[src/fbfm_pkg.sv]
/*
  Constants, states and timing for the bus fault manager of a
  fault-tolerant two-wire transceiver.
  Assumes a single 25 MHz clock; times are in microseconds.
*/
package fbfm_pkg;

  // ==========================================================
  // Clock and time-outs
  localparam int CLK_MHZ          = 25;
  localparam int DOM1_TIMEOUT_US  = 2000;
  localparam int HIGH2_TIMEOUT_US = 4000;
  localparam int HBAT_DET_MAX_US  = 8000;
  localparam int RECOVER_US       = 2000;
  localparam int LBAT_TIMEOUT_US  = 2000;
  localparam int DOM1_CYC         = DOM1_TIMEOUT_US * CLK_MHZ;
  localparam int HIGH2_CYC        = HIGH2_TIMEOUT_US * CLK_MHZ;
  localparam int HBAT_DET_MAX_CYC = HBAT_DET_MAX_US * CLK_MHZ;
  localparam int RECOVER_CYC      = RECOVER_US * CLK_MHZ;
  localparam int LBAT_CYC         = LBAT_TIMEOUT_US * CLK_MHZ;
  localparam int TMR_W            = 18;

  // ==========================================================
  // Pulse-difference counting
  localparam int       CNT_W       = 3;
  localparam bit [2:0] PDIFF_LIMIT = 3'h4;
  localparam bit [2:0] REC_PULSES  = 3'h4;
  localparam bit [2:0] CNT_MAX     = 3'h7;
  localparam bit [2:0] CNT_ZERO    = 3'h0;
  localparam bit [2:0] CNT_ONE     = 3'h1;

  // ==========================================================
  // Comparator input bit positions
  localparam int CMP_N     = 6;
  localparam int CMP_DIFF  = 0;
  localparam int CMP_HIGH  = 1;
  localparam int CMP_LOW   = 2;
  localparam int CMP_HDET  = 3;
  localparam int CMP_LBAT  = 4;
  localparam int CMP_NORM  = 5;

  // ==========================================================
  // Receive path select
  typedef enum logic [1:0] {
    FBFM_RX_DIFF = 2'h0,
    FBFM_RX_HIGH = 2'h1,
    FBFM_RX_LOW  = 2'h2
  } fbfm_rx_t;

  // Gray along normal -> high wait -> high fail; low fail beside
  typedef enum logic [1:0] {
    FBFM_NORMAL    = 2'h0,
    FBFM_HIGH_WAIT = 2'h1,
    FBFM_HIGH_FAIL = 2'h3,
    FBFM_LOW_FAIL  = 2'h2
  } fbfm_state_t;

endpackage : fbfm_pkg

[src/fbfm_fault_manager.sv]
/*
  Bus failure manager: edge comparison between the differential and the
  single-ended receivers, time-out detection of shorts, driver and
  termination selection, active-low fault flag.
  Assumes comparator and mode inputs are asynchronous levels from the
  analog front end; outputs steer analog switches directly.
*/
`timescale 1ns/1ps
`default_nettype none

// Function
// [RULE1] Detector active; failures select configuration
// [RULE2] Benign failures keep full differential configuration
// [RULE3] High short: high driver off, weak pull-down
// [RULE4] Low failures: low driver off, weak pull-up
// [RULE5] Missing single-line edges increment difference counter
// [RULE6] Counter four or more drives fault low
// [RULE7] Four good pulses recover, release fault
// [RULE8] Edge counting only in normal mode
// [RULE9] High supply short detected always, flag held
// [RULE10] First time-out moves to single-wire receive
// [RULE11] Second time-out disables high driver, termination
// [RULE12] Quiet lines for set time recover high
// [RULE13] High termination removed within eight milliseconds
// [RULE14] Above detection threshold, high termination interrupted
// [RULE15] Permanent dominance time-out disables low driver
// [RULE16] Recessive differential for set time recovers low
// [RULE17] Low near battery for time: high-only
// [RULE18] Synchronised inputs, restarting parameterised time-outs
// [RULE19] Counter cleared on recovery and reset
// [RULE20] Reset starts fault-free, fully enabled, flag high
module fbfm_fault_manager #(
  parameter int P_DOM1_CYC   = fbfm_pkg::DOM1_CYC,
  parameter int P_HIGH2_CYC  = fbfm_pkg::HIGH2_CYC,
  parameter int P_DETMAX_CYC = fbfm_pkg::HBAT_DET_MAX_CYC,
  parameter int P_REC_CYC    = fbfm_pkg::RECOVER_CYC,
  parameter int P_LBAT_CYC   = fbfm_pkg::LBAT_CYC
) (
  input  wire logic               i_clk,
  input  wire logic               i_reset,
  input  wire logic               i_diff_dominant,
  input  wire logic               i_high_dominant,
  input  wire logic               i_low_dominant,
  input  wire logic               i_high_above_det,
  input  wire logic               i_low_near_battery,
  input  wire logic               i_normal_mode,
  output var  logic               o_high_drv_en,
  output var  logic               o_low_drv_en,
  output var  logic               o_high_termination,
  output var  logic               o_low_termination,
  output var  fbfm_pkg::fbfm_rx_t o_rx_sel,
  output var  logic               o_bus_fault_flag_alt_n
);
  import fbfm_pkg::*;

  function automatic logic tmr_hit(input logic [TMR_W-1:0] t, input int lim);
    tmr_hit = (t == TMR_W'(lim - 1));
  endfunction : tmr_hit

  // ==========================================================
  // Input synchronisers
  logic [CMP_N-1:0] meta;
  logic [CMP_N-1:0] cmp;
  logic             diff_prev;

  always_ff @(posedge i_clk or posedge i_reset) begin
    if (i_reset) begin
      meta      <= '0;
      cmp       <= '0;
      diff_prev <= 1'b0;
    end else begin
      meta      <= {i_normal_mode, i_low_near_battery, i_high_above_det,
                    i_low_dominant, i_high_dominant, i_diff_dominant}; // see [RULE18]
      cmp       <= meta;
      diff_prev <= cmp[CMP_DIFF];
    end
  end

  wire logic diff_s  = cmp[CMP_DIFF];
  wire logic high_s  = cmp[CMP_HIGH];
  wire logic low_s   = cmp[CMP_LOW];
  wire logic hdet_s  = cmp[CMP_HDET];
  wire logic lbat_s  = cmp[CMP_LBAT];
  wire logic norm_s  = cmp[CMP_NORM];
  wire logic rise    = diff_s & ~diff_prev;
  wire logic fall    = ~diff_s & diff_prev;

  // ==========================================================
  // Pulse-difference counter
  logic             seen_h;
  logic             seen_l;
  logic [CNT_W-1:0] pdiff;
  logic [CNT_W-1:0] good;
  logic             next_seen_h;
  logic             next_seen_l;
  logic [CNT_W-1:0] next_pdiff;
  logic [CNT_W-1:0] next_good;
  fbfm_state_t      state;
  wire logic        eval    = fall & norm_s & (state == FBFM_NORMAL);
  wire logic        both_ok = seen_h & seen_l;
  wire logic        cnt_flt = (pdiff >= PDIFF_LIMIT);

  always_comb begin
    next_seen_h = seen_h | high_s;
    next_seen_l = seen_l | low_s;
    next_pdiff  = pdiff;
    next_good   = good;
    if (rise) begin
      next_seen_h = high_s;
      next_seen_l = low_s;
    end
    if (state != FBFM_NORMAL) begin
      next_pdiff = CNT_ZERO;
      next_good  = CNT_ZERO;
    end else if (eval) begin                                         // see [RULE8]
      if (!both_ok) begin
        next_good = CNT_ZERO;
        if (pdiff != CNT_MAX) begin
          next_pdiff = pdiff + CNT_ONE;                              // see [RULE5]
        end
      end else if (cnt_flt) begin
        if (good == REC_PULSES - CNT_ONE) begin
          next_pdiff = CNT_ZERO;                                     // see [RULE7] [RULE19]
          next_good  = CNT_ZERO;
        end else begin
          next_good = good + CNT_ONE;
        end
      end else begin
        next_good = CNT_ZERO;
      end
    end
  end

  always_ff @(posedge i_clk or posedge i_reset) begin
    if (i_reset) begin
      seen_h <= 1'b0;
      seen_l <= 1'b0;
      pdiff  <= CNT_ZERO;                                            // see [RULE19]
      good   <= CNT_ZERO;
    end else begin
      seen_h <= next_seen_h;
      seen_l <= next_seen_l;
      pdiff  <= next_pdiff;
      good   <= next_good;
    end
  end

  // ==========================================================
  // Time-out state machine
  // Timer tmr shared by all states, ltmr for the low-battery time-out; tmr restarts on a state change and whenever the qualifying level drops
  logic [TMR_W-1:0] tmr;
  logic [TMR_W-1:0] ltmr;
  fbfm_state_t      next_state;
  logic [TMR_W-1:0] next_tmr;
  logic [TMR_W-1:0] next_ltmr;
  logic             qual;
  logic             hit;
  wire logic        quiet_h = ~diff_s & ~high_s & ~low_s & ~hdet_s;
  wire logic        quiet_l = ~diff_s & ~lbat_s;

  always_comb begin
    next_state = state;
    qual       = 1'b0;
    hit        = 1'b0;
    case (state)
      FBFM_NORMAL: begin
        qual = diff_s;
        hit  = tmr_hit(tmr, P_DOM1_CYC);
        if (qual && hit) begin
          // Supply short lifts the high line; otherwise the low line is at fault
          next_state = hdet_s ? FBFM_HIGH_WAIT : FBFM_LOW_FAIL;     // see [RULE10] [RULE15]
        end else if (lbat_s && tmr_hit(ltmr, P_LBAT_CYC)) begin
          next_state = FBFM_LOW_FAIL;                                // see [RULE17]
        end
      end
      FBFM_HIGH_WAIT: begin
        qual = hdet_s;
        hit  = tmr_hit(tmr, P_HIGH2_CYC);
        if (!hdet_s) begin
          next_state = FBFM_NORMAL;
        end else if (hit) begin
          next_state = FBFM_HIGH_FAIL;                               // see [RULE11] [RULE9]
        end
      end
      FBFM_HIGH_FAIL: begin
        qual = quiet_h;
        hit  = tmr_hit(tmr, P_REC_CYC);
        if (qual && hit) begin
          next_state = FBFM_NORMAL;                                  // see [RULE12]
        end
      end
      FBFM_LOW_FAIL: begin
        qual = quiet_l;
        hit  = tmr_hit(tmr, P_REC_CYC);
        if (qual && hit) begin
          next_state = FBFM_NORMAL;                                  // see [RULE16]
        end
      end
      default: next_state = FBFM_NORMAL;
    endcase
    next_tmr  = (qual && next_state == state) ? tmr + 1'b1 : '0;     // see [RULE18]
    next_ltmr = (lbat_s && state == FBFM_NORMAL) ? ltmr + 1'b1 : '0;
  end

  always_ff @(posedge i_clk or posedge i_reset) begin
    if (i_reset) begin
      state <= FBFM_NORMAL;                                          // see [RULE20]
      tmr   <= '0;
      ltmr  <= '0;
    end else begin
      state <= next_state;
      tmr   <= next_tmr;
      ltmr  <= next_ltmr;
    end
  end

  // ==========================================================
  // Driver, termination and receive configuration
  logic     next_hdrv;
  logic     next_ldrv;
  logic     next_hterm;
  logic     next_lterm;
  fbfm_rx_t next_rx;
  logic     next_flag_n;

  always_comb begin
    next_hdrv   = 1'b1;                                              // see [RULE2] [RULE1]
    next_ldrv   = 1'b1;
    next_hterm  = 1'b1;
    next_lterm  = 1'b1;
    next_rx     = FBFM_RX_DIFF;
    next_flag_n = ~(next_pdiff >= PDIFF_LIMIT);                      // see [RULE6]
    case (next_state)
      FBFM_HIGH_WAIT: begin
        next_rx     = FBFM_RX_HIGH;                                  // see [RULE10]
        next_flag_n = 1'b0;
      end
      FBFM_HIGH_FAIL: begin
        // Weak pull-down replaces the resistor, cutting the short current
        next_hdrv   = 1'b0;                                          // see [RULE3] [RULE14]
        next_hterm  = 1'b0;                                          // see [RULE13]
        next_rx     = FBFM_RX_LOW;
        next_flag_n = 1'b0;
      end
      FBFM_LOW_FAIL: begin
        next_ldrv   = 1'b0;                                          // see [RULE4]
        next_lterm  = 1'b0;
        next_rx     = FBFM_RX_HIGH;
        next_flag_n = 1'b0;
      end
      default: next_hdrv = 1'b1;
    endcase
  end

  always_ff @(posedge i_clk or posedge i_reset) begin
    if (i_reset) begin
      o_high_drv_en          <= 1'b1;                                // see [RULE20]
      o_low_drv_en           <= 1'b1;
      o_high_termination     <= 1'b1;
      o_low_termination      <= 1'b1;
      o_rx_sel               <= FBFM_RX_DIFF;
      o_bus_fault_flag_alt_n <= 1'b1;
    end else begin
      o_high_drv_en          <= next_hdrv;
      o_low_drv_en           <= next_ldrv;
      o_high_termination     <= next_hterm;
      o_low_termination      <= next_lterm;
      o_rx_sel               <= next_rx;
      o_bus_fault_flag_alt_n <= next_flag_n;
    end
  end
endmodule : fbfm_fault_manager
`default_nettype wire

[config.mk]
export PLATFORM = sky130hd
export DESIGN_NAME = fbfm_fault_manager
export DESIGN_NICKNAME = d
export VERILOG_FILES = /design/src/fbfm_pkg.sv /design/src/fbfm_fault_manager.sv
export SDC_FILE = /design/constraint.sdc
export NUM_CORES = 1
export LEC_CHECK = 0
export BUFFER_PORTS_ARGS = -buffer_cell sky130_fd_sc_hd__buf_2
export CAP_MARGIN = 20
export CORE_MARGIN = 8
export CORE_UTILIZATION = 25
export DETAILED_ROUTE_END_ITERATION = 8
export PLACE_DENSITY_LB_ADDON = 0.2
export SLEW_MARGIN = 5
export SYNTH_ARGS = -nofsm -noshare
export SYNTH_HDL_FRONTEND = slang
export SYNTH_SLANG_ARGS = --single-unit
[constraint.sdc]
create_clock -name i_clk -period 2.45 [get_ports i_clk]
set_clock_uncertainty 0.1 [all_clocks]
set_input_delay 0.49 -clock i_clk [delete_from_list [all_inputs] [get_ports i_clk]]
set_output_delay 0.49 -clock i_clk [all_outputs]
set_load 0.05 [all_outputs]
Word level (Yosys, flattened, before mapping)
Cells that the tools add are included.
{ "classes": {"magnitude_cmp": 2, "n_addsub": 4, "n_eq_ne": 12, "reduce_logical": 11, "bitwise": 18, "n_mux": 28} }
{ "ops": {"columns": ["op", "count"], "rows": [
  ["18-bit by 1-bit adder with 18-bit output, second input constant", 2],
  ["18-bit by 16-bit == test with 1-bit output, second input constant", 2],
  ["18-bit 2-to-1 mux", 2],
  ["3-bit 2-to-1 mux", 11],
  ["18-bit by 17-bit == test with 1-bit output, second input constant", 1],
  ["2-bit 2-to-1 mux", 7],
  ["1-bit AND", 9],
  ["2-bit == test, second input constant", 4],
  ["2-bit one-hot mux with 4 select lines", 1],
  ["1-bit inverter", 7],
  ["3-bit by 1-bit adder with 3-bit output, second input constant", 2],
  ["3-bit >= comparator, second input constant", 2],
  ["1-bit logical AND", 6],
  ["1-bit 2-to-1 mux", 5],
  ["2-bit by 1-bit == test with 1-bit output, second input constant", 2],
  ["1-bit one-hot mux with 4 select lines", 1],
  ["2-bit one-hot mux with 2 select lines", 1],
  ["2-bit nonzero test", 2],
  ["3-bit by 2-bit == test with 1-bit output, second input constant", 1],
  ["3-bit inequality test, second input constant", 1],
  ["3-bit OR reduction", 1],
  ["2-bit == test", 1],
  ["2-bit zero test", 1],
  ["1-bit OR", 2],
  ["2-bit OR reduction", 1]
]} }
{ "totals": {"register_bits": 64, "wordCells": 89, "output_inout_bits": 7} }

Depth between registers and ports, before layout
Gate-level depths: netlist (run 1).
{ "logic_depth": {"word_depth": 10, "ltp_mapped": 10, "mapped_depth_nobuf": 10} }

Worst setup path before layout (run 1)
OpenSTA, ideal clock, no wires.
{ "synth_path": {"path_type": "register to register", "start": "register tmr[11]", "end": "register o_rx_sel[0]", "arrival_ns": 2.126, "t_required_ns": 2.237, "stages_incl_launch_ff": 9, "setup_time_ns": 0.113, "path_slack_ns": 0.111, "path_buffers": 0, "cell_sequence": "dfrtp_1 -> or4_4 -> nor2_1 -> nand2_1 -> nor3_1 -> a2bb2oi_1 -> o22a_1 -> ha_1 -> inv_1"} }
{ "synth_between": {"elab_chain_len": 7, "word_cells_on_any_way": 16, "classes_between": "eq/ne: 5; mux: 7; reduce/logical: 4"} }
{ "synth_lines": {"columns": ["item", "line", "source"], "rows": [
  ["from (decl)", "fbfm_fault_manager.sv:151", "logic [TMR_W-1:0] tmr;"],
  ["from (signal assigned)", "fbfm_fault_manager.sv:212", "tmr <= next_tmr;"],
  ["18-bit by 17-bit == test with 1-bit output / 18-bit by 16-bit == test with 1-bit output (equally long branches)", "fbfm_fault_manager.sv:57", "tmr_hit = (t == TMR_W'(lim - 1));"],
  ["2-bit 2-to-1 mux, or another cell as far along", "fbfm_fault_manager.sv:181", "end else if (hit) begin"],
  ["2-bit 2-to-1 mux (on tied branches)", null, null],
  ["2-bit one-hot mux with 4 select lines (*)", "fbfm_fault_manager.sv:165", "case (state)"],
  ["named net next_state[1]", "fbfm_fault_manager.sv:153", "fbfm_state_t next_state;"],
  ["2-bit == test / 2-bit by 1-bit == test with 1-bit output (equally long branches)", "fbfm_fault_manager.sv:233", "case (next_state)"],
  ["2-bit OR reduction (no source line)", null, null],
  ["2-bit one-hot mux with 2 select lines (*)", "fbfm_fault_manager.sv:233", null],
  ["named net next_rx[0]", "fbfm_fault_manager.sv:223", "fbfm_rx_t next_rx;"],
  ["to (signal assigned)", "fbfm_fault_manager.sv:268", "o_rx_sel <= next_rx;"],
  ["to (decl)", "fbfm_fault_manager.sv:51", "output var fbfm_pkg::fbfm_rx_t o_rx_sel,"]
]} }
Mark *: on every way through the listed nets, which the timed path passes. The rest lies on a longest branch.
A chain may end at the register's enable or synchronous reset.

Worst setup path after layout (run 1)
{ "layout_path": {"start": "register tmr[11]", "end": "register o_bus_fault_flag_alt_n"} }
{ "layout_between": {"elab_chain_len": 7, "word_cells_on_any_way": 16, "classes_between": "eq/ne: 5; mux: 7; reduce/logical: 4"} }
{ "layout_lines": {"columns": ["item", "line", "source"], "rows": [
  ["18-bit by 17-bit == test with 1-bit output / 18-bit by 16-bit == test with 1-bit output (equally long branches)", "fbfm_fault_manager.sv:57", null],
  ["2-bit 2-to-1 mux, or another cell as far along", "fbfm_fault_manager.sv:181", null],
  ["2-bit 2-to-1 mux (on tied branches)", null, null],
  ["2-bit one-hot mux with 4 select lines (*)", "fbfm_fault_manager.sv:165", null],
  ["named net next_state[1]", "fbfm_fault_manager.sv:153", null],
  ["2-bit == test / 2-bit by 1-bit == test with 1-bit output (equally long branches)", "fbfm_fault_manager.sv:233", null],
  ["3-bit OR reduction (no source line) (*)", null, null],
  ["1-bit 2-to-1 mux (*)", "fbfm_fault_manager.sv:233", null],
  ["named net next_flag_n", "fbfm_fault_manager.sv:224", "logic next_flag_n;"],
  ["to (signal assigned)", "fbfm_fault_manager.sv:269", "o_bus_fault_flag_alt_n <= next_flag_n;"],
  ["to (decl)", "fbfm_fault_manager.sv:52", "output var logic o_bus_fault_flag_alt_n"]
]} }
Marks and branches as above.

==> load_flow_metrics.sql, run 1 <==
INSERT INTO impl_metrics (metric_group, metric, value, unit) VALUES
('floorplanning', 'die_width', '124.8', 'microns'),
('yosys', 'ys.warnings.count', '0', ''),
('setup_path', 'worst_setup_path_start_kind', 'register', ''),
('setup_path', 'critical_path_arrival', '2520', 'ps'),
('final_layout', 'fillerInstances', '1194', ''),
('timing', 'slew_violations', '0', ''),
('yosys', 'synth.cell_area', '2960', 'sq um'),
('timing', 'slew-limit-headroom', '60.77', '%'),
('run', 'max_cap_violations', '0', ''),
('global_route', 'grt_max_degree', '28', ''),
('setup_path', 'cp_cell_sequence', 'or4_4 -> nor4_4 -> and3_4 -> mux2i_1 -> o22a_2 -> inv_1 -> ha_1 -> nor2b_1', ''),
('final_layout', 'finish.utilization', '31.70', '%'),
('placed_design', 'post-dp-hpwl', '4226', 'microns'),
('cts', 'cts_tree', 'yes', ''),
('floorplanning', 'die_h', '124.8', 'microns'),
('timing', 'rsz_0062_raised_after_global_routing', 'true', ''),
('final_layout', 'finalInstanceArea', '3635', 'sq um'),
('route', 'finalWirelength', '5999', 'microns'),
('pwr', 'power.density_cell_area', '681.6', 'nW/um^2'),
('route', 'detail_route.iter0.violations', '54', ''),
('yosys', 'synthFlopType', 'sky130_fd_sc_hd__dfrtp_1', ''),
('cts', 'clk_path_buf_depth', '2', ''),
('placed_design', 'gpl.final_weighted_congestion', '0.7813', ''),
('cts', 'cts.clk_slew.worst_paths', '50', 'ps'),
('cts', 'insertion_delay', '330', 'ps'),
('placed_design', 'place.port_buffers', '14', ''),
('timing', 'hold_slack', '165.4', 'ps'),
('setup_path', 'timing.critical_path.slowest_cell_delay', '560', 'ps'),
('setup_path', 'dominant_delay_contributor_by_cell_family_on_the_critical_path', 'simple AND/OR/NAND/NOR gates', ''),
('route', 'detail-route-antenna-nets', '0', ''),
('global_route', 'antenna_found_initial', '0', ''),
('hold_path', 'hp-class', 'input pin to register', ''),
('setup_path', 'endpoint_kind', 'register', ''),
('pwr', 'total_power', '2.477', 'mW'),
('floorplanning', 'effective_utilization_at_floorplan', '25.82', '%'),
('setup_path', 'slowest_stage_cell_on_the_critical_path', 'sky130_fd_sc_hd__or4_4', ''),
('cts', 'post_cts_setup_repair_bufs', '0', ''),
('final_layout', 'n_antenna_cell', '0', ''),
('setup_path', 'reg2reg_setup_slack', '90', 'ps'),
('timing', 'hold_violations', '0', ''),
('timing', 'layout_min_cycle_time', '2365', 'ps'),
('pwr', 'vdd.ir_drop.worst', '0.3811', 'mV'),
('timing', 'worst_pin_slew', '587.1', 'ps'),
('setup_path', 'cp_max_fanout', '5', ''),
('setup_path', 'worst-setup-path-type', 'register to register', ''),
('cts', 'cts.htree.levels', '3', ''),
('route', 'routed-via-count', '2047', ''),
('yosys', 'syn-num-nets', '298', ''),
('yosys', 'postSynthAreaPerCell', '10.54', 'sq um'),
('floorplanning', 'ios', '15', ''),
('placed_design', 'placedCellCount', '445', ''),
('yosys', 'synth.ff_latch_count', '64', ''),
('floorplanning', 'dieArea', '15580', 'sq um'),
('route', 'drt-wirelength-per-cell', '12.98', 'microns'),
('cts', 'clk_root_buffer_cell', 'sky130_fd_sc_hd__clkbuf_16', ''),
('yosys', 'synthesis.instances', '281', ''),
('cts', 'cts-buffers-inserted', '9', ''),
('route', 'remaining_drc_errors', '0', ''),
('timing', 'max_freq', '0.4229', 'GHz'),
('status', 'status', 'complete, no violations', ''),
('setup_path', 'crit_buf_inv', '1', ''),
('timing', 'setup_viol', '0', ''),
('global_route', 'grt_pass1_wl', '10580', 'microns'),
('timing', 'post-route-worst-setup-slack', '85.25', 'ps'),
('floorplanning', 'floorplan.rows', '39', ''),
('placed_design', 'place_worst_setup_slack', '10.58', 'ps'),
('yosys', 'seq_area_frac_synth', '54.23', '%'),
('global_route', 'via_count_of_the_first_global_routing_pass', '2179', ''),
('global_route', 'global_route_usage_over_all_layers', '8.351', '%'),
('final_layout', 'drive_gt1_share', '21.00', '%'),
('pwr', 'p_leak', '1.620', 'nW');
==> path summary, 6_finish.rpt <==
path,end,startpoint,depth (start not counted)
max,o_bus_fault_flag_alt_n,tmr[11],8
min,meta[2],i_low_dominant,1
max reg2reg,o_bus_fault_flag_alt_n,tmr[11],8
min reg2reg,cmp[2],meta[2],0
max in group asynchronous,o_bus_fault_flag_alt_n,i_reset,4
min in group asynchronous,ltmr[6],i_reset,3
==> metal layers <==
| metal | share of wire, % | up-vias | track usage, % | wire (microns) |
|---|---|---|---|---|
| li1 | - | 1033 | - | - |
| met5 | 0 | - | 0 | 0 |
| met3 | 4.0 | 11 | 3.404 | 237 |
| met4 | 1.9 | 0 | 3.852 | 115 |
| met1 | 52 | 982 | 10.81 | 3115 |
| met2 | 42 | 21 | 11.81 | 2531 |
==> worst register-to-register path: cells and delay by family (launching register included) <==
kind | cells | cell delay (ps)
AO/OA/AOI/OAI | 1 | 210
adder cells (fa/ha/maj) | 1 | 160
buffers and inverters | 1 | 50
flip-flops | 1 | 380
multiplexers | 1 | 190
AND/OR/NAND/NOR | 4 | 1210
==> flip-flops by register name, summed over array words and instances, names as in the netlist <==
| name | count |
|---|---|
| state | 2 |
| diff_prev | 1 |
| meta | 6 |
| o_rx_sel | 2 |
| cmp | 6 |
| seen_l | 1 |
| ltmr | 18 |
| good | 3 |
| tmr | 18 |
| pdiff | 3 |
| o_bus_fault_flag_alt_n | 1 |
| o_low_termination | 1 |
| o_high_termination | 1 |
| seen_h | 1 |
==> kinds of logic after synthesis <==
| family | after synthesis | synth area share [%] |
|---|---|---|
| buf+inv | 20 | 3.212 |
| simple gates | 131 | 23.42 |
| mux | 1 | 0.3381 |
| flops | 64 | 54.23 |
| xor+xnor | 31 | 9.172 |
| compound gates | 25 | 5.832 |
| fa+ha+maj | 9 | 3.804 |
==> synthesized netlist by cell type, types with 2 or more instances <==
cell / number / area [sq um]
sky130_fd_sc_hd__clkbuf_1: 4 / 15.01
sky130_fd_sc_hd__nor3b_1: 3 / 22.52
sky130_fd_sc_hd__and4_2: 2 / 20.02
sky130_fd_sc_hd__and2_1: 4 / 25.02
sky130_fd_sc_hd__nor4_1: 3 / 18.77
sky130_fd_sc_hd__nand2_1: 24 / 90.09
sky130_fd_sc_hd__nand4b_1: 2 / 17.52
sky130_fd_sc_hd__nand3_1: 15 / 75.07
sky130_fd_sc_hd__xnor2_1: 10 / 87.58
sky130_fd_sc_hd__xor2_1: 21 / 183.9
sky130_fd_sc_hd__o21ai_0: 9 / 45.04
sky130_fd_sc_hd__nor2_1: 34 / 127.6
sky130_fd_sc_hd__a31oi_1: 2 / 12.51
sky130_fd_sc_hd__and2b_2: 2 / 17.52
sky130_fd_sc_hd__inv_1: 11 / 41.29
sky130_fd_sc_hd__a211oi_1: 2 / 15.01
sky130_fd_sc_hd__nor3_1: 11 / 55.05
sky130_fd_sc_hd__a21o_1: 2 / 15.01
sky130_fd_sc_hd__nor2b_1: 2 / 12.51
sky130_fd_sc_hd__and3_2: 4 / 30.03
sky130_fd_sc_hd__buf_4: 3 / 22.52
sky130_fd_sc_hd__nand4_1: 7 / 43.79
sky130_fd_sc_hd__dfstp_2: 3 / 78.83
sky130_fd_sc_hd__and3_1: 7 / 43.79
sky130_fd_sc_hd__a21oi_1: 3 / 15.01
sky130_fd_sc_hd__dfrtp_1: 61 / 1526
sky130_fd_sc_hd__ha_1: 9 / 112.6
==> cell type report <==
class                      instances  area, sq um  area share, %
clock buffer                      11        242.7          6.678
timing repair buffer              31        225.2          6.196
clock inverter                     5        56.30          1.549
multi-input combinational        197         1285          35.35
sequential                        64         1605          44.17
inverter                          11        41.29          1.136
tap                              143        178.9          4.923
==> what timing repair did <==
item,in CTS,in global routing
endpoints found under the setup margin,1,3
gates resized for setup,2,3
hold endpoints to repair,4,0
hold buffers,1,0
pin swaps,1,1
cloned,0,0
==> report_power, final <==
part / internal, mW / switching [mW]
registers: 1.09 / 0.0226
logic: 0.0409 / 0.0601
clock network: 0.812 / 0.454
==> cells in the final DEF, fill, tap and decap left out, types with 2 or more instances in the layout <==
cell	instances
sky130_fd_sc_hd__dfstp_2	3
sky130_fd_sc_hd__buf_2	14
sky130_fd_sc_hd__nor4_1	3
sky130_fd_sc_hd__ha_1	9
sky130_fd_sc_hd__nor2_1	34
sky130_fd_sc_hd__xor2_1	21
sky130_fd_sc_hd__buf_4	14
sky130_fd_sc_hd__nor3b_1	3
sky130_fd_sc_hd__buf_12	2
sky130_fd_sc_hd__nand4_1	7
sky130_fd_sc_hd__nor2b_1	2
sky130_fd_sc_hd__nand4b_1	2
sky130_fd_sc_hd__a21o_1	2
sky130_fd_sc_hd__o21ai_0	9
sky130_fd_sc_hd__clkinv_2	2
sky130_fd_sc_hd__nand3_1	15
sky130_fd_sc_hd__and3_1	6
sky130_fd_sc_hd__and3_2	3
sky130_fd_sc_hd__nor3_1	11
sky130_fd_sc_hd__and4_2	2
sky130_fd_sc_hd__and2b_2	2
sky130_fd_sc_hd__xnor2_1	10
sky130_fd_sc_hd__and3_4	2
sky130_fd_sc_hd__a211oi_1	2
sky130_fd_sc_hd__nand2_1	24
sky130_fd_sc_hd__inv_1	10
sky130_fd_sc_hd__and2_1	4
sky130_fd_sc_hd__clkbuf_16	9
sky130_fd_sc_hd__dfrtp_1	61
sky130_fd_sc_hd__a21oi_1	3
No activity file was read; power rests on OpenSTA's default activity.
==> run 2, diff against run 1 <==
- CORE_UTILIZATION: 25 -> 38
==> run 2 against run 1 <==
First-iteration DRC count fell by 9.3%. Worst hold slack got worse by 73 ps. Global-route usage rose by 2.8 points.
==> load_flow_metrics.sql, run 2 (same netlist as run 1, synthesis figures left out) <==
INSERT INTO impl_metrics (metric_group, metric, value, unit) VALUES
('cts', 'cts-buffers-inserted', '9', ''),
('timing', 'final_min_period_over_clock_period', '97.44', '%'),
('route', 'remaining_drc_errors', '0', ''),
('global_route', 'global_route_usage_over_all_layers', '11.17', '%'),
('cts', 'insertion_delay', '340', 'ps'),
('status', 'status', 'complete, no violations', ''),
('route', 'routed-via-count', '2041', ''),
('setup_path', 'cp.required', '2620', 'ps'),
('global_route', 'grt_max_degree', '65', ''),
('setup_path', 'worst-setup-path-type', 'register to register', ''),
('setup_path', 'endpoint_kind', 'register', ''),
('placed_design', 'gpl.final_weighted_congestion', '0.7769', ''),
('cts', 'clk_path_buf_depth', '2', ''),
('placed_design', 'post-dp-hpwl', '3702', 'microns'),
('route', 'finalWirelength', '5607', 'microns'),
('global_route', 'antenna_found_initial', '0', ''),
('final_layout', 'final_common_cell', 'sky130_fd_sc_hd__dfrtp_1', ''),
('timing', 'max_freq', '0.4189', 'GHz'),
('pwr', 'p_leak', '1.585', 'nW'),
('route', 'drt-vias-per-instance', '4.883', ''),
('pwr', 'vdd.ir_drop.worst', '0.4073', 'mV'),
('floorplanning', 'effective_utilization_at_floorplan', '38.71', '%'),
('cts', 'cts.htree.levels', '3', ''),
('final_layout', 'fillerInstances', '713', ''),
('timing', 'slew-limit-headroom', '61.16', '%'),
('timing', 'slew_violations', '0', ''),
('final_layout', 'leading_cell_types_in_the_layout_fill_and_taps_excluded', 'sky130_fd_sc_hd__dfrtp_1 (61), sky130_fd_sc_hd__nor2_1 (34), sky130_fd_sc_hd__nand2_1 (24)', ''),
('cts', 'cts_hold_buf', '0', ''),
('timing', 'post-route-worst-setup-slack', '62.71', 'ps'),
('floorplanning', 'placeableCoreArea', '7647', 'sq um'),
('timing', 'layout_min_cycle_time', '2387', 'ps'),
('cts', 'number_of_sinks_handled_by_clock_tree_synthesis', '64', ''),
('setup_path', 'slowest_stage_cell_on_the_critical_path', 'sky130_fd_sc_hd__or4_4', ''),
('timing', 'setup_viol', '0', ''),
('route', 'drtPass1Iterations', '4', ''),
('setup_path', 'cp_cell_sequence', 'or4_4 -> nor4_4 -> and3_4 -> mux2i_1 -> o22a_2 -> inv_2 -> ha_4 -> nor2b_4', ''),
('final_layout', 'synthToLayoutAreaGrowth', '18.55', '%'),
('floorplanning', 'dieArea', '10870', 'sq um'),
('global_route', 'grt_pass1_wl', '9956', 'microns'),
('pwr', 'power.density_cell_area', '635.8', 'nW/um^2'),
('route', 'drt-wirelength-per-cell', '13.41', 'microns'),
('run', 'max_cap_violations', '0', ''),
('timing', 'rsz_0062_raised_after_global_routing', 'true', ''),
('cts', 'cts_tree', 'yes', ''),
('timing', 'worst_pin_slew', '581.1', 'ps'),
('timing', 'hold_violations', '0', ''),
('setup_path', 'critical_path_arrival', '2550', 'ps'),
('global_route', 'via_count_of_the_first_global_routing_pass', '2073', ''),
('route', 'detail-route-antenna-nets', '0', ''),
('final_layout', 'drive_gt1_share', '22.15', '%'),
('pwr', 'total_power', '2.231', 'mW'),
('setup_path', 'timing.critical_path.slowest_cell_delay', '570', 'ps'),
('floorplanning', 'die_width', '104.3', 'microns'),
('floorplanning', 'ios', '15', ''),
('global_route', 'gr-total-overflow', '0', ''),
('hold_path', 'hp-class', 'input pin to async pin', ''),
('cts', 'cts.clk_slew.worst_paths', '70', 'ps'),
('placed_design', 'place_worst_setup_slack', '29.96', 'ps'),
('route', 'detail_route.iter0.violations', '49', ''),
('placed_design', 'place.port_buffers', '14', ''),
('final_layout', 'nets', '328', ''),
('floorplanning', 'die_h', '104.3', 'microns'),
('final_layout', 'reg_top3', 'ltmr (18), tmr (18)', ''),
('setup_path', 'worst_setup_path_start_kind', 'register', ''),
('setup_path', 'cp_max_fanout', '5', ''),
('final_layout', 'n_antenna_cell', '0', ''),
('floorplanning', 'floorplan.rows', '32', ''),
('cts', 'clk_root_buffer_cell', 'sky130_fd_sc_hd__clkbuf_8', '');
-- run 2: final cells by class --
cell class | count | area (sq um) | area share (%)
Clock buffer | 9 | 123.9 | 3.529
Clock inverter | 7 | 102.6 | 2.923
Inverter | 11 | 41.29 | 1.176
Multi-Input combinational cell | 197 | 1309 | 37.29
Sequential cell | 64 | 1605 | 45.74
Tap cell | 102 | 127.6 | 3.636
Timing Repair Buffer | 28 | 200.2 | 5.704
-- run 2: power breakdown --
part           internal, mW  switching (mW)  total (mW)
clock                 0.583           0.448        1.03
combinational        0.0365          0.0567      0.0932
sequential             1.09          0.0223        1.11
total                  1.70           0.527        2.23
-- run 2: worst paths after layout --
path                                 start                endpoint  depth (start not counted)  slack [ps]
setup / recovery                    tmr[4]  o_bus_fault_flag_alt_n                          8          60
hold / removal                     i_reset                  tmr[3]                          3          90
setup reg to reg                    tmr[4]  o_bus_fault_flag_alt_n                          8          60
hold reg to reg                    meta[4]                  cmp[4]                          0         250
max in group asynchronous          i_reset       o_low_termination                          3        1820
min in group i_clk         i_diff_dominant                 meta[0]                          1         150
-- run 2: metrics by stage --
| stage | setup TNS, ps | cell area [sq um] | std cells | hold slack (ps) | util (%) |
|---|---|---|---|---|---|
| after floorplan | 0 | 2960 | 281 | 231.2 | - |
| after global placement | 0 | 3219 | 400 | 231.6 | 42.10 |
| after detailed placement | 0 | 3219 | 400 | 234.7 | 42.10 |
| after CTS | 0 | 3453 | 417 | 102.7 | 45.16 |
| after global routing | -208.8 | 3510 | 418 | 121.5 | 45.89 |
| final | 0 | 3510 | 418 | 92.75 | 45.89 |
-- run 2: what timing repair did --
| item | 4_1_cts | 5_1_grt |
|---|---|---|
| gates resized for setup | 0 | 10 |
| endpoints found under the setup margin | 1 | 5 |
| buffers inserted | 1 | 1 |
| pin swaps | 1 | 4 |
-- run 2: critical path: cells and delay by family, from the launching register on --
family,cells,cell delay [ps]
multiplexers,1,210
AND/OR/NAND/NOR,4,1210
flip-flops,1,390
AO/OA/AOI/OAI,1,220
adder cells (fa/ha/maj),1,140
buffers and inverters,1,50
-- run 2: routing by layer --
layer  GRT usage, %  part of all wire [%]
met5              0                     0
met4          5.274                   1.6
met3          3.532                   2.4
met2          16.85                    46
met1          14.17                    50
==> run 3, diff against run 2 <==
- RECOVER_POWER: default -> 50
==> run 3 against run 2 <==
The run now ends with capacitance limit, slew limit left. Setup slack barely moved. Critical path depth did not move. Register-to-register slack barely moved. Wire length barely moved. Maximum frequency barely moved. Combinational power fell by 3.9%. Sequential share of layout area rose by 0.20 points. Power fell by 0.16%. Flip-flop and latch count did not move. Via count did not move. Clock-buffer cell count did not move. Largest cell class unchanged.
==> load_flow_metrics.sql, run 3 (same netlist as run 1, synthesis figures left out) <==
INSERT INTO impl_metrics (metric_group, metric, value, unit) VALUES
('timing', 'worst_pin_slew', '1538', 'ps'),
('timing', 'setup_viol', '0', ''),
('global_route', 'via_count_of_the_first_global_routing_pass', '2073', ''),
('final_layout', 'n_antenna_cell', '0', ''),
('setup_path', 'worst-setup-path-type', 'register to register', ''),
('cts', 'clk_root_buffer_cell', 'sky130_fd_sc_hd__clkbuf_8', ''),
('route', 'detail-route-antenna-nets', '0', ''),
('pwr', 'p_leak', '1.581', 'nW'),
('floorplanning', 'die_width', '104.3', 'microns'),
('timing', 'slew_violations', '65', ''),
('cts', 'insertion_delay', '340', 'ps'),
('cts', 'cts-buffers-inserted', '9', ''),
('setup_path', 'critical_path_arrival', '2550', 'ps'),
('floorplanning', 'effective_utilization_at_floorplan', '38.71', '%'),
('cts', 'cts.htree.levels', '3', ''),
('run', 'max_cap_violations', '1', ''),
('pwr', 'p_seq_share', '49.7', '%'),
('placed_design', 'gpl.final_weighted_congestion', '0.7769', ''),
('global_route', 'antenna_found_initial', '0', ''),
('cts', 'number_of_sinks_handled_by_clock_tree_synthesis', '64', ''),
('route', 'detail_route.iter0.violations', '49', ''),
('placed_design', 'post-dp-hpwl', '3702', 'microns'),
('timing', 'final_min_period_over_clock_period', '97.44', '%'),
('global_route', 'gr-total-overflow', '0', ''),
('final_layout', 'leading_cell_types_in_the_layout_fill_and_taps_excluded', 'sky130_fd_sc_hd__dfrtp_1 (61), sky130_fd_sc_hd__nor2_1 (34), sky130_fd_sc_hd__nand2_1 (24)', ''),
('route', 'remaining_drc_errors', '0', ''),
('timing', 'hold_slack', '148.0', 'ps'),
('route', 'drt-vias-per-instance', '4.883', ''),
('cts', 'cts_tree', 'yes', ''),
('setup_path', 'worst_setup_path_start_kind', 'register', ''),
('hold_path', 'hp-class', 'input pin to register', ''),
('route', 'routed-via-count', '2041', ''),
('cts', 'cts.clk_slew.worst_paths', '80', 'ps'),
('pwr', 'switching_share_of_total_power', '23.62', '%'),
('route', 'drt-wirelength-per-cell', '13.41', 'microns'),
('floorplanning', 'placeableCoreArea', '7647', 'sq um'),
('route', 'finalWirelength', '5606', 'microns'),
('timing', 'max_freq', '0.4189', 'GHz'),
('timing', 'slew-limit-headroom', '-2.552', '%'),
('final_layout', 'nets', '328', ''),
('setup_path', 'cp.required', '2620', 'ps'),
('cts', 'clk_path_buf_depth', '2', ''),
('pwr', 'power.combinational.fraction', '4.0', '%'),
('placed_design', 'placedCellCount', '400', ''),
('floorplanning', 'ios', '15', ''),
('setup_path', 'endpoint_kind', 'register', ''),
('final_layout', 'fillerInstances', '715', ''),
('final_layout', 'synthToLayoutAreaGrowth', '18.05', '%'),
('pwr', 'vdd.ir_drop.worst', '0.4073', 'mV'),
('final_layout', 'final_common_cell', 'sky130_fd_sc_hd__dfrtp_1', ''),
('final_layout', 'reg_top3', 'ltmr (18), tmr (18)', ''),
('timing', 'hold_violations', '0', ''),
('timing', 'layout_min_cycle_time', '2387', 'ps'),
('placed_design', 'place.port_buffers', '14', ''),
('placed_design', 'place_worst_setup_slack', '29.96', 'ps'),
('final_layout', 'finish.utilization', '45.70', '%'),
('final_layout', 'drive_gt1_share', '21.84', '%'),
('setup_path', 'cp_max_fanout', '5', ''),
('pwr', 'power.clock.fraction', '46.3', '%'),
('final_layout', 'multiInputGateArea', '1309', 'sq um'),
('pwr', 'internal', '1.702', 'mW'),
('floorplanning', 'floorplan.rows', '32', ''),
('floorplanning', 'dieArea', '10870', 'sq um'),
('status', 'failed_checks', 'capacitance limit, slew limit', ''),
('final_layout', 'seqCellArea', '1605', 'sq um'),
('global_route', 'grt_max_degree', '65', ''),
('global_route', 'grt_pass1_wl', '9956', 'microns'),
('timing', 'rsz_0062_raised_after_global_routing', 'true', ''),
('final_layout', 'stdcell_count', '418', ''),
('pwr', 'power.density_cell_area', '637.5', 'nW/um^2'),
('global_route', 'global_route_usage_over_all_layers', '11.17', '%'),
('floorplanning', 'die_h', '104.3', 'microns'),
('route', 'drtPass1Iterations', '4', ''),
('timing', 'post-route-worst-setup-slack', '62.65', 'ps'),
('status', 'status', 'finished, violations left', ''),
('pwr', 'total_switching_power', '0.5261', 'mW');
-- run 3: power by group through the flow --
stage	sequential, mW	clock [mW]	combinational [mW]
finish	1.11	1.03	0.0896
global route	1.11	1.10	0.105
CTS	1.11	1.06	0.0953
detailed placement	1.13	0	0.0957
global placement	1.13	0	0.0940
floorplan	1.12	0	0.0648
-- run 3: final timing paths --
path                                 start  slack [ps]  cells after the start                endpoint
hold / removal             i_diff_dominant         150                      1                 meta[0]
setup / recovery                    tmr[4]          60                      8  o_bus_fault_flag_alt_n
min in group asynchronous          i_reset         560                      3                  tmr[3]
max in group asynchronous          i_reset         750                      3                  tmr[0]
setup reg to reg                    tmr[4]          60                      8  o_bus_fault_flag_alt_n
hold reg to reg                    meta[4]         250                      0                  cmp[4]
-- run 3: layer usage --
metal / wire length [microns] / GRT usage [%] / up-vias
met4: 91 / 5.274 / 0
met5: 0 / 0 / -
met1: 2800 / 14.17 / 996
met3: 137 / 3.532 / 8
li1: - / - / 1018
met2: 2576 / 16.85 / 19
-- run 3: cell type report --
cell class	instances	share of cell area, %
flip-flops and latches	64	45.94
well taps	102	3.652
clock buffers	9	3.545
repair buffers	28	5.299
clock inverters	7	2.936
inverters	11	1.182
multi-input cells	197	37.45
-- run 3: through the flow --
| step | TNS, ps | cell area, sq um | power [mW] |
|---|---|---|---|
| after floorplan | 0 | 2960 | 1.188 |
| after global placement | 0 | 3219 | 1.221 |
| after detailed placement | 0 | 3219 | 1.224 |
| after CTS | 0 | 3453 | 2.266 |
| after global routing | -208.8 | 3495 | 2.317 |
| final | 0 | 3495 | 2.228 |
-- run 3: what timing repair did --
action	CTS	global route
pin swaps	1	4
hold buffers	0	0
setup buffers	1	1
resized for setup	0	10
endpoints found under the setup margin	1	5
-- run 3: worst max-delay path: stages, from the launching register on --
cell and delay, ps:
sky130_fd_sc_hd__dfrtp_1 390, sky130_fd_sc_hd__or4_4 570, sky130_fd_sc_hd__nor4_4 280, sky130_fd_sc_hd__and3_4 250
sky130_fd_sc_hd__mux2i_1 210, sky130_fd_sc_hd__o22a_2 220, sky130_fd_sc_hd__inv_2 50, sky130_fd_sc_hd__ha_4 140
sky130_fd_sc_hd__nor2b_4 110
